### config.mk
export PLATFORM = sky130hd
export DESIGN_NAME = hrep_top
export DESIGN_NICKNAME = d
export VERILOG_FILES = /design/src/core/hrep_top.v /design/src/core/hrep_edge_sel.v /design/src/core/hrep_cal.v
export VERILOG_INCLUDE_DIRS = /design/src /design/src/core
export SDC_FILE = /design/constraint.sdc
export NUM_CORES = 1
export LEC_CHECK = 0
export BUFFER_PORTS_ARGS = -buffer_cell sky130_fd_sc_hd__buf_2
export CORE_MARGIN = 3
export CORE_UTILIZATION = 52
export CTS_CLUSTER_DIAMETER = 40
export DETAILED_ROUTE_END_ITERATION = 16
export GPL_ROUTABILITY_DRIVEN = 1
export PLACE_DENSITY = 0.81
export SLEW_MARGIN = 20
export SYNTH_ARGS = -nofsm -noshare
export SYNTH_HDL_FRONTEND = slang
export SYNTH_SLANG_ARGS = --single-unit
### constraint.sdc
create_clock -name MCLK_I -period 2.3 [get_ports MCLK_I]
set_input_delay 0.23 -clock MCLK_I [delete_from_list [all_inputs] [get_ports MCLK_I]]
set_output_delay 0.23 -clock MCLK_I [all_outputs]
set_load 0.005 [all_outputs]
### src/core/hrep_map.vh
`ifndef HREP_MAP_VH
`define HREP_MAP_VH

// apb address layout: byte address is four times the register index
`define HREP_ADDR_MSB       11
`define HREP_ADDR_HI_LSB    10
`define HREP_IDX_MSB        9
`define HREP_IDX_LSB        2
`define HREP_ALIGN_MSB      1
`define HREP_ALIGN_LSB      0
`define HREP_ADDR_HI_ZERO   2'h0
`define HREP_ALIGN_ZERO     2'h0

// register indices
`define HREP_IDX_PHASE_EXT  8'h02
`define HREP_IDX_DUTY_EXT   8'h08
`define HREP_IDX_CONFIG     8'h20
`define HREP_IDX_DUTY_FULL  8'h24
`define HREP_IDX_PHASE_FULL 8'h25
`define HREP_IDX_CAL        8'h28
`define HREP_IDX_STATUS     8'h29

// byte lanes
`define HREP_LANE0          0
`define HREP_LANE1          1

// fine duty word: step count is the upper byte
`define HREP_DUTY_STEP_MSB  15
`define HREP_DUTY_STEP_LSB  8
`define HREP_BYTE_MSB       7
`define HREP_BYTE_LSB       0

// configuration fields
`define HREP_CFG_EDGE_MSB   1
`define HREP_CFG_EDGE_LSB   0
`define HREP_CFG_SRC_BIT    2
`define HREP_CFG_SHDW_BIT   3
`define HREP_CFG_MSB        3
`define HREP_CFG_LSB        0
`define HREP_FULL_MSB       23
`define HREP_FULL_LSB       0
`define HREP_EDGE_OFF       2'h0
`define HREP_EDGE_RISE      2'h1
`define HREP_EDGE_FALL      2'h2
`define HREP_EDGE_BOTH      2'h3
`define HREP_SRC_DUTY       1'b0
`define HREP_SRC_PHASE      1'b1
`define HREP_SHDW_LOADED    1'b0
`define HREP_SHDW_IMMED     1'b1

// self-check control and status fields
`define HREP_CAL_START_BIT  0
`define HREP_CAL_BUSY_BIT   1
`define HREP_CAL_DONE_BIT   2
`define HREP_CAL_RES_MSB    15
`define HREP_CAL_RES_LSB    8
`define HREP_CAL_SETTLE     4'h4
`define HREP_CAL_CNT_ZERO   4'h0
`define HREP_CAL_CNT_ONE    4'h1

// status fields
`define HREP_STAT_PEND_BIT  8
`define HREP_STAT_SRC_BIT   9

// step counts and reset values
`define HREP_STEP_ZERO      8'h00
`define HREP_STEP_ONE       8'h01
`define HREP_STEP_MAX       8'hFF
`define HREP_CFG_RST        4'h0
`define HREP_DATA_ZERO      32'h0000_0000

`endif

### src/core/hrep_top.v
// Notes on behaviour
// - coarse edge delayed by fine duty or fine phase steps
// - 255 fine positions inside one clock
// - only channel a is delayed, b untouched
// - fine byte sits below 16-bit coarse value
// - fine phase byte written directly, unshadowed
// - fine duty byte has shadow and active copy
// - configuration holds edge, source, shadow selections
// - edge mode: off, rising, falling or both
// - source: fine duty or fine phase
// - shadow setting affects fine duty only
// - self-check measures steps per clock period
// - only upper byte of duty word counts
// - coarse timing runs on the system clock
//
// Local design decision: the APB interface to the registers.
`timescale 1ns/1ps
`include "hrep_map.vh"

module hrep_top (
  input  wire        MCLK_I,
  input  wire        RESET_N_I,
  input  wire        PSEL_I,
  input  wire        PENABLE_I,
  input  wire        PWRITE_I,
  input  wire [11:0] PADDR_I,
  input  wire [31:0] PWDATA_I,
  input  wire [3:0]  PSTRB_I,
  output wire [31:0] PRDATA_O,
  output wire        PREADY_O,
  output wire        PSLVERR_O,
  input  wire        COARSE_A_I,
  input  wire        COARSE_B_I,
  input  wire        SHADOW_LOAD_I,
  input  wire [15:0] COARSE_DUTY_I,
  input  wire [15:0] COARSE_PHASE_I,
  input  wire        CAL_LATE_I,
  output wire        PWM_A_O,
  output wire        PWM_B_O,
  output wire        STEP_EDGE_O,
  output wire [7:0]  STEP_COUNT_O,
  output wire [7:0]  CAL_TAP_O,
  output wire        CAL_RUN_O
);

  // bus answer flops
  reg  [31:0] prdata_reg;
  reg  [31:0] prdata_next;
  reg         pready_reg;
  reg         pslverr_reg;

  // software-visible state
  reg  [7:0]  phase_ext_reg;
  reg  [7:0]  phase_ext_next;
  reg  [7:0]  duty_shadow_reg;
  reg  [7:0]  duty_shadow_next;
  reg  [7:0]  duty_active_reg;
  reg  [7:0]  duty_active_next;
  reg  [3:0]  config_reg;
  reg  [3:0]  config_next;
  reg         cal_done_reg;
  reg         cal_done_next;
  reg         cal_start_reg;
  reg         cal_start_next;

  // decode
  wire [7:0]  idx;
  wire        addr_ok;
  reg         hit_phase;
  reg         hit_duty;
  reg         hit_cfg;
  reg         hit_dfull;
  reg         hit_pfull;
  reg         hit_cal;
  reg         hit_stat;
  wire        mapped;
  wire        setup;
  wire        wr_en;
  reg         wr_phase;
  reg         wr_duty;
  reg         wr_cfg;
  reg         wr_cal;

  // datapath
  wire [1:0]  edge_mode;
  wire        src_sel;
  wire        shdw_mode;
  wire [7:0]  duty_wdata;
  wire [7:0]  steps;
  wire [23:0] duty_full;
  wire [23:0] phase_full;
  wire        shadow_pend;
  wire        cal_busy;
  wire        cal_done_pulse;
  wire [7:0]  cal_result;

  // index decode; only aligned words inside the window answer
  assign idx       = PADDR_I[`HREP_IDX_MSB:`HREP_IDX_LSB];
  assign addr_ok   = (PADDR_I[`HREP_ADDR_MSB:`HREP_ADDR_HI_LSB] == `HREP_ADDR_HI_ZERO) &&
                     (PADDR_I[`HREP_ALIGN_MSB:`HREP_ALIGN_LSB] == `HREP_ALIGN_ZERO);
  assign mapped    = hit_phase | hit_duty | hit_cfg | hit_dfull |
                     hit_pfull | hit_cal | hit_stat;

  // register select; at most one hit per access
  always @* begin
    hit_phase = 1'b0;
    hit_duty  = 1'b0;
    hit_cfg   = 1'b0;
    hit_dfull = 1'b0;
    hit_pfull = 1'b0;
    hit_cal   = 1'b0;
    hit_stat  = 1'b0;
    if (addr_ok && (idx == `HREP_IDX_PHASE_EXT)) begin
      hit_phase = 1'b1;
    end else if (addr_ok && (idx == `HREP_IDX_DUTY_EXT)) begin
      hit_duty = 1'b1;
    end else if (addr_ok && (idx == `HREP_IDX_CONFIG)) begin
      hit_cfg = 1'b1;
    end else if (addr_ok && (idx == `HREP_IDX_DUTY_FULL)) begin
      hit_dfull = 1'b1;
    end else if (addr_ok && (idx == `HREP_IDX_PHASE_FULL)) begin
      hit_pfull = 1'b1;
    end else if (addr_ok && (idx == `HREP_IDX_CAL)) begin
      hit_cal = 1'b1;
    end else if (addr_ok && (idx == `HREP_IDX_STATUS)) begin
      hit_stat = 1'b1;
    end
  end

  // apb phases; a write lands at the edge that completes the access
  assign setup    = PSEL_I & ~PENABLE_I;
  assign wr_en    = PSEL_I & PENABLE_I & PWRITE_I & pready_reg;

  // write strobes; a lane strobe of zero leaves the register alone
  always @* begin
    wr_phase = 1'b0;
    wr_duty  = 1'b0;
    wr_cfg   = 1'b0;
    wr_cal   = 1'b0;
    if (wr_en && hit_phase) begin
      wr_phase = PSTRB_I[`HREP_LANE0];
    end else if (wr_en && hit_duty) begin
      wr_duty = PSTRB_I[`HREP_LANE1];
    end else if (wr_en && hit_cfg) begin
      wr_cfg = PSTRB_I[`HREP_LANE0];
    end else if (wr_en && hit_cal) begin
      wr_cal = PSTRB_I[`HREP_LANE0];
    end
  end

  // configuration fields
  assign edge_mode = config_reg[`HREP_CFG_EDGE_MSB:`HREP_CFG_EDGE_LSB];
  assign src_sel   = config_reg[`HREP_CFG_SRC_BIT];
  assign shdw_mode = config_reg[`HREP_CFG_SHDW_BIT];

  // low byte of the duty word is dropped in hardware
  assign duty_wdata = PWDATA_I[`HREP_DUTY_STEP_MSB:`HREP_DUTY_STEP_LSB];

  // step source: duty extension or phase extension
  assign steps = (src_sel == `HREP_SRC_PHASE) ? phase_ext_reg
                                              : duty_active_reg;

  // combined coarse:fine words for read-back
  assign duty_full   = {COARSE_DUTY_I, duty_active_reg};
  assign phase_full  = {COARSE_PHASE_I, phase_ext_reg};
  assign shadow_pend = (duty_shadow_reg != duty_active_reg);

  // active duty copy: loaded on the coarse load strobe or immediately
  always @* begin
    duty_active_next = duty_active_reg;
    if (shdw_mode == `HREP_SHDW_IMMED) begin
      duty_active_next = wr_duty ? duty_wdata : duty_shadow_reg;
    end else if (SHADOW_LOAD_I) begin
      duty_active_next = duty_shadow_reg;
    end
  end

  // next values of the software registers
  always @* begin
    phase_ext_next   = phase_ext_reg;
    duty_shadow_next = duty_shadow_reg;
    config_next      = config_reg;
    if (wr_phase) begin
      phase_ext_next = PWDATA_I[`HREP_BYTE_MSB:`HREP_BYTE_LSB];  // no shadow
    end
    if (wr_duty) begin
      duty_shadow_next = duty_wdata;
    end
    if (wr_cfg) begin
      config_next = PWDATA_I[`HREP_CFG_MSB:`HREP_CFG_LSB];
    end
  end

  // register writes
  always @(posedge MCLK_I or negedge RESET_N_I) begin
    if (!RESET_N_I) begin
      phase_ext_reg   <= `HREP_STEP_ZERO;
      duty_shadow_reg <= `HREP_STEP_ZERO;
      duty_active_reg <= `HREP_STEP_ZERO;
      config_reg      <= `HREP_CFG_RST;
    end else begin
      phase_ext_reg   <= phase_ext_next;
      duty_shadow_reg <= duty_shadow_next;
      duty_active_reg <= duty_active_next;
      config_reg      <= config_next;
    end
  end

  // self-check start pulse and sticky done flag; a new done beats a clear
  always @* begin
    cal_start_next = wr_cal & PWDATA_I[`HREP_CAL_START_BIT] & ~cal_busy;
    cal_done_next  = cal_done_reg;
    if (wr_cal & PWDATA_I[`HREP_CAL_DONE_BIT]) begin
      cal_done_next = 1'b0;  // write one to clear
    end
    if (cal_done_pulse) begin
      cal_done_next = 1'b1;  // set wins over a same-cycle clear
    end
  end

  // self-check flops
  always @(posedge MCLK_I or negedge RESET_N_I) begin
    if (!RESET_N_I) begin
      cal_start_reg <= 1'b0;
      cal_done_reg  <= 1'b0;
    end else begin
      cal_start_reg <= cal_start_next;
      cal_done_reg  <= cal_done_next;
    end
  end

  // read mux; reserved and unmapped bits read zero
  always @* begin
    prdata_next = `HREP_DATA_ZERO;
    if (hit_phase) begin
      prdata_next[`HREP_BYTE_MSB:`HREP_BYTE_LSB] = phase_ext_reg;
    end else if (hit_duty) begin
      prdata_next[`HREP_DUTY_STEP_MSB:`HREP_DUTY_STEP_LSB] = duty_shadow_reg;
    end else if (hit_cfg) begin
      prdata_next[`HREP_CFG_MSB:`HREP_CFG_LSB] = config_reg;
    end else if (hit_dfull) begin
      prdata_next[`HREP_FULL_MSB:`HREP_FULL_LSB] = duty_full;
    end else if (hit_pfull) begin
      prdata_next[`HREP_FULL_MSB:`HREP_FULL_LSB] = phase_full;
    end else if (hit_cal) begin
      prdata_next[`HREP_CAL_BUSY_BIT] = cal_busy;
      prdata_next[`HREP_CAL_DONE_BIT] = cal_done_reg;
      prdata_next[`HREP_CAL_RES_MSB:`HREP_CAL_RES_LSB] = cal_result;
    end else if (hit_stat) begin
      prdata_next[`HREP_BYTE_MSB:`HREP_BYTE_LSB] = steps;
      prdata_next[`HREP_STAT_PEND_BIT] = shadow_pend;
      prdata_next[`HREP_STAT_SRC_BIT]  = src_sel;
    end
  end

  // bus answer: data and ready raised after the setup edge, held one cycle
  always @(posedge MCLK_I or negedge RESET_N_I) begin
    if (!RESET_N_I) begin
      prdata_reg  <= `HREP_DATA_ZERO;
      pready_reg  <= 1'b0;
      pslverr_reg <= 1'b0;
    end else begin
      pready_reg <= setup;
      if (setup) begin
        prdata_reg  <= PWRITE_I ? `HREP_DATA_ZERO : prdata_next;
        pslverr_reg <= ~mapped;
      end else begin
        prdata_reg  <= `HREP_DATA_ZERO;
        pslverr_reg <= 1'b0;
      end
    end
  end

  assign PRDATA_O  = prdata_reg;
  assign PREADY_O  = pready_reg;
  assign PSLVERR_O = pslverr_reg;

  // edge placement after the qualifier output, on the system clock
  hrep_edge_sel u_edge (
    .clk_i       (MCLK_I),
    .rst_n_i     (RESET_N_I),
    .coarse_a_i  (COARSE_A_I),
    .coarse_b_i  (COARSE_B_I),
    .edge_mode_i (edge_mode),
    .steps_i     (steps),
    .a_o         (PWM_A_O),
    .b_o         (PWM_B_O),
    .edge_o      (STEP_EDGE_O),
    .steps_o     (STEP_COUNT_O)
  );

  // self-check sweep of the calibration taps, 1 to 255
  hrep_cal u_cal (
    .clk_i    (MCLK_I),
    .rst_n_i  (RESET_N_I),
    .start_i  (cal_start_reg),
    .late_i   (CAL_LATE_I),
    .busy_o   (cal_busy),
    .done_o   (cal_done_pulse),
    .result_o (cal_result),
    .tap_o    (CAL_TAP_O)
  );

  assign CAL_RUN_O = cal_busy;

endmodule

### src/core/hrep_edge_sel.v
`timescale 1ns/1ps
`include "hrep_map.vh"

module hrep_edge_sel (
  input  wire       clk_i,
  input  wire       rst_n_i,
  input  wire       coarse_a_i,
  input  wire       coarse_b_i,
  input  wire [1:0] edge_mode_i,
  input  wire [7:0] steps_i,
  output reg        a_o,
  output reg        b_o,
  output reg        edge_o,
  output reg  [7:0] steps_o
);

  reg        prev_reg;
  wire       rise;
  wire       fall;
  wire       sel;

  // coarse edge detection on the action-qualifier output of channel a
  assign rise = coarse_a_i & ~prev_reg;
  assign fall = ~coarse_a_i & prev_reg;
  // pick the edge that the delay line moves
  assign sel  = ((edge_mode_i == `HREP_EDGE_RISE) & rise) |
                ((edge_mode_i == `HREP_EDGE_FALL) & fall) |
                ((edge_mode_i == `HREP_EDGE_BOTH) & (rise | fall));

  // coarse level passes one flop; delay marker and count travel with the edge
  always @(posedge clk_i or negedge rst_n_i) begin
    if (!rst_n_i) begin
      prev_reg <= 1'b0;
      a_o      <= 1'b0;
      b_o      <= 1'b0;
      edge_o   <= 1'b0;
      steps_o  <= `HREP_STEP_ZERO;
    end else begin
      prev_reg <= coarse_a_i;
      a_o      <= coarse_a_i;
      b_o      <= coarse_b_i;   // channel b is never delayed
      edge_o   <= sel & (steps_i != `HREP_STEP_ZERO);  // zero steps: coarse timing
      steps_o  <= sel ? steps_i : `HREP_STEP_ZERO;
    end
  end

endmodule

### src/core/hrep_cal.v
`timescale 1ns/1ps
`include "hrep_map.vh"

module hrep_cal (
  input  wire       clk_i,
  input  wire       rst_n_i,
  input  wire       start_i,
  input  wire       late_i,
  output reg        busy_o,
  output reg        done_o,
  output reg  [7:0] result_o,
  output reg  [7:0] tap_o
);

  localparam ST_IDLE   = 2'b00;
  localparam ST_SETTLE = 2'b01;
  localparam ST_CHECK  = 2'b10;

  reg  [1:0] state_reg;
  reg  [1:0] state_next;
  reg  [3:0] cnt_reg;
  reg  [3:0] cnt_next;
  reg  [7:0] tap_next;
  reg  [7:0] result_next;
  reg        busy_next;
  reg        done_next;
  reg        late_meta_reg;
  reg        late_sync_reg;

  // two-flop synchroniser for the delay line's late indication
  always @(posedge clk_i or negedge rst_n_i) begin
    if (!rst_n_i) begin
      late_meta_reg <= 1'b0;
      late_sync_reg <= 1'b0;
    end else begin
      late_meta_reg <= late_i;
      late_sync_reg <= late_meta_reg;
    end
  end

  // sweep taps until the delayed edge passes one clock period
  always @* begin
    state_next  = state_reg;
    cnt_next    = cnt_reg;
    tap_next    = tap_o;
    result_next = result_o;
    busy_next   = busy_o;
    done_next   = 1'b0;
    case (state_reg)
      ST_IDLE: begin
        if (start_i) begin
          tap_next   = `HREP_STEP_ONE;
          cnt_next   = `HREP_CAL_CNT_ZERO;
          busy_next  = 1'b1;
          state_next = ST_SETTLE;
        end
      end
      ST_SETTLE: begin
        cnt_next = cnt_reg + `HREP_CAL_CNT_ONE;
        if (cnt_reg == (`HREP_CAL_SETTLE - `HREP_CAL_CNT_ONE)) begin
          state_next = ST_CHECK;
        end
      end
      ST_CHECK: begin
        if (late_sync_reg || (tap_o == `HREP_STEP_MAX)) begin
          result_next = tap_o;          // steps per coarse period
          done_next   = 1'b1;
          busy_next   = 1'b0;
          tap_next    = `HREP_STEP_ZERO;
          state_next  = ST_IDLE;
        end else begin
          tap_next   = tap_o + `HREP_STEP_ONE;
          cnt_next   = `HREP_CAL_CNT_ZERO;
          state_next = ST_SETTLE;
        end
      end
      default: begin
        state_next = ST_IDLE;
        busy_next  = 1'b0;
      end
    endcase
  end

  always @(posedge clk_i or negedge rst_n_i) begin
    if (!rst_n_i) begin
      state_reg <= ST_IDLE;
      cnt_reg   <= `HREP_CAL_CNT_ZERO;
      tap_o     <= `HREP_STEP_ZERO;
      result_o  <= `HREP_STEP_ZERO;
      busy_o    <= 1'b0;
      done_o    <= 1'b0;
    end else begin
      state_reg <= state_next;
      cnt_reg   <= cnt_next;
      tap_o     <= tap_next;
      result_o  <= result_next;
      busy_o    <= busy_next;
      done_o    <= done_next;
    end
  end

endmodule

==> flow_metrics.env <==
export IMPL_cts_sinks=93
export IMPL_fillCellCount=695
export IMPL_intPower_w=0.00226
export IMPL_p_per_area_nw_per_um2=528
export IMPL_register_area_um2=2330
export IMPL_outcome="finished clean"
export IMPL_wire_per_inst_um=17.5
export IMPL_synth_cell_types=59
export IMPL_synth_edf_count=0
export IMPL_hpwl_um=8910
export IMPL_htree_levels=3
export IMPL_place_congestion=0.885
export IMPL_dieHeight_um=100
export IMPL_firstDrtPassIters=5
export IMPL_hold_violations=0
export IMPL_ys_seq_area_share_pct=50.2
export IMPL_grt_setup_unrepaired="false"
export IMPL_nets=661
export IMPL_synth_ff_type="dfrtp_1"
export IMPL_critical_path_top_delay_family="simple AND/OR/NAND/NOR gates"
export IMPL_cts_buffer_depth=2
export IMPL_yosysMostFrequentCell="dfrtp_1"
export IMPL_antenna_found_initial=0
export IMPL_largest_reg_flops=24
export IMPL_timing_fmax_ghz=0.493
export IMPL_yosys_top_cells_count="dfrtp_1, nor2_1, nand2_1, mux2_2, o21ai_0"
export IMPL_cp_required_ps=2590
export IMPL_grt_usage_pct=24.2
export IMPL_p_switching_w=0.000714
export IMPL_async_flop_share_pct=100
export IMPL_setup_viol=0
export IMPL_power_frac_comb_pct=7.0
export IMPL_seq_power_share_pct=55.2
export IMPL_wirelength_um=11900
export IMPL_placed_cell_area_um2=5390
export IMPL_finalInstanceArea_um2=5630
export IMPL_synthCells=438
export IMPL_path_cells="ha_1 > nand3_1 > o31ai_1 > buf_4 > nor2_1 > o21ai_0 > a31oi_1"
export IMPL_cellLeakagePower_nw=2.93
export IMPL_clk_pin_slew_ps=90
export IMPL_clock_skew_ps=8.81
export IMPL_yosysTopAreaCell="dfrtp_1"
export IMPL_r2r_start="u_cal.tap_o[0]"
export IMPL_relSlewSlack_pct=53.9
export IMPL_start_kind="register"
export IMPL_dr_first_iter_drc_count=249
export IMPL_grt_pass1_wl_um=19200
export IMPL_numCtsBuffers=9
export IMPL_avgViaCountPerCell=5.81
export IMPL_critPathKind="register to register"
export IMPL_postCtsSetupRepairBufs=0
export IMPL_synth_seq_cells=93
export IMPL_port_buffers=116
export IMPL_setup_tns_ps=0
export IMPL_netlist_area_um2=4630
export IMPL_core_um2=8420
export IMPL_clkPwrFrac_pct=37.8
export IMPL_cp_max_fo=9
export IMPL_diodes=0
export IMPL_die_w_um=100
export IMPL_synth_top_area_share_pct=50.2
export IMPL_grt_overflow=0
export IMPL_grt_max_degree=40
export IMPL_hp_start="PENABLE_I"
export IMPL_peakVddDrop_v=0.000355
export IMPL_yosysWarnings=0
export IMPL_layout_drive_gt1_share_pct=32.1
export IMPL_hold_class="input port to register"
export IMPL_max_stage_delay_ps=470
export IMPL_slew_violations=0
export IMPL_fp_dieArea_um2=10100
export IMPL_ios=143
export IMPL_worst_pin_slew_ps=691
export IMPL_min_period_ps=2030
export IMPL_drv_cap=0
export IMPL_ys_top_cells_by_area="dfrtp_1, mux2_2, mux2i_1, nor2_1, nand2_1"
export IMPL_grt_pass1_vias=4001
export IMPL_std_cell_rows=33
export IMPL_drcViolationCount=0
export IMPL_ant_nets=0
export IMPL_cp_startpoint="u_cal.tap_o[0]"
export IMPL_p_sw_share_pct=24.0
export IMPL_multi_input_area_um2=2180
export IMPL_syn_avg_cell_area_um2=10.6
export IMPL_start_util_pct=55.0
export IMPL_syn_to_final_growth_pct=21.4
export IMPL_crit_slowest_cell="dfrtp_1"
export IMPL_vias=3939
export IMPL_insertion_delay_ps=370
export IMPL_cp_arrival_ps=2320
export IMPL_worst_path_buf_inv=1
export IMPL_clock_root_buffer="clkbuf_8"
export IMPL_cts_tree="done"
export IMPL_fin_crit_sh_pct=88.2
export IMPL_end_kind="register"
==> timing repair <==
action                    in CTS  in global routing
resized for setup              0                  0
hold buffers                   4                  0
hold endpoints to repair      40                  0
==> stage by stage <==
step	instances	hold WS [ps]	utilization, %	total power, W	worst slack, ps
floorplan	445	-65.6	-	0.00175	248
global placement	658	230	64.0	0.00187	167
detailed placement	658	242	64.0	0.00188	92.8
CTS	678	47.8	66.8	0.00300	296
global route	678	69.6	66.8	0.00308	106
finish	678	62.0	66.8	0.00297	270
==> metal layers <==
layer,track usage [%],up-vias,routed length (µm)
met5,0,-,0
met3,5.77,16,886
met1,30.0,1912,4660
li1,-,1839,-
met4,7.46,0,183
met2,41.6,172,6160
==> cells by family after synthesis <==
logic type	after synthesis	synth area share [%]
and+or+nand+nor	146	16.8
AOI/OAI and AO/OA	103	15.6
DFF	93	50.2
muxes	44	10.2
buffers and inverters	34	3.54
xor gates and xnor gates	13	2.46
adders and majority gates	4	1.08
other	1	0.0809
==> path summary, 6_finish.rpt <==
| path | slack [ps] | to | cells past startpoint |
|---|---|---|---|
| worst max-delay path | 270 | u_cal.tap_o[5] | 7 |
| worst min-delay path | 60 | PREADY_O | 2 |
| worst max register to register | 270 | u_cal.tap_o[5] | 7 |
| worst min register to register | 360 | u_cal.late_sync_reg | 0 |
| max in group asynchronous | 1250 | u_cal.result_o[7] | 3 |
| min in group asynchronous | 380 | PRDATA_O[6] | 2 |
==> worst register-to-register path: cells and delay by family, from the launching register on <==
kind / cells / cell delay, ps
buffers and inverters: 1 / 160
DFF: 1 / 470
AOI/OAI and AO/OA: 3 / 490
adders and majority gates: 1 / 260
and+or+nand+nor: 2 / 560
==> cells in the final DEF (no fill, tap or decap), drive strengths merged, types with 5 or more instances in the layout <==
cell type / synthesis / routed
a21o: 11 / 11
a31oi: 9 / 9
inv: 9 / 10
nor4: 10 / 10
nand3: 13 / 13
nor2: 44 / 44
mux2: 26 / 26
buf: 14 / 132
a22o: 11 / 11
nand2b: 7 / 7
dfrtp: 93 / 93
nand2: 34 / 34
xor2: 11 / 11
nand4: 6 / 6
mux2i: 18 / 18
o21ai: 20 / 20
clkbuf: 10 / 11
nor3: 5 / 5
a22oi: 15 / 15
a21oi: 16 / 16
nor3b: 5 / 5
conb: 1 / 8
nor2b: 5 / 5
==> power by group through the flow <==
stage,sequential (W),combinational (W),clock (W)
floorplan,0.00167,0.0000784,0
global placement,0.00167,0.000195,0
detailed placement,0.00167,0.000201,0
CTS,0.00164,0.000207,0.00115
global route,0.00164,0.000229,0.00121
finish,0.00164,0.000207,0.00112
==> area by class of cell <==
cell class / instances / area share, %
Multi-Input combinational cell: 318 / 38.7
Timing Repair Buffer: 136 / 13.4
Inverter: 10 / 0.667
Clock buffer: 11 / 2.51
Tap cell: 105 / 2.33
Sequential cell: 93 / 41.4
Clock inverter: 5 / 1.04
(Power assumes the default switching activity.)
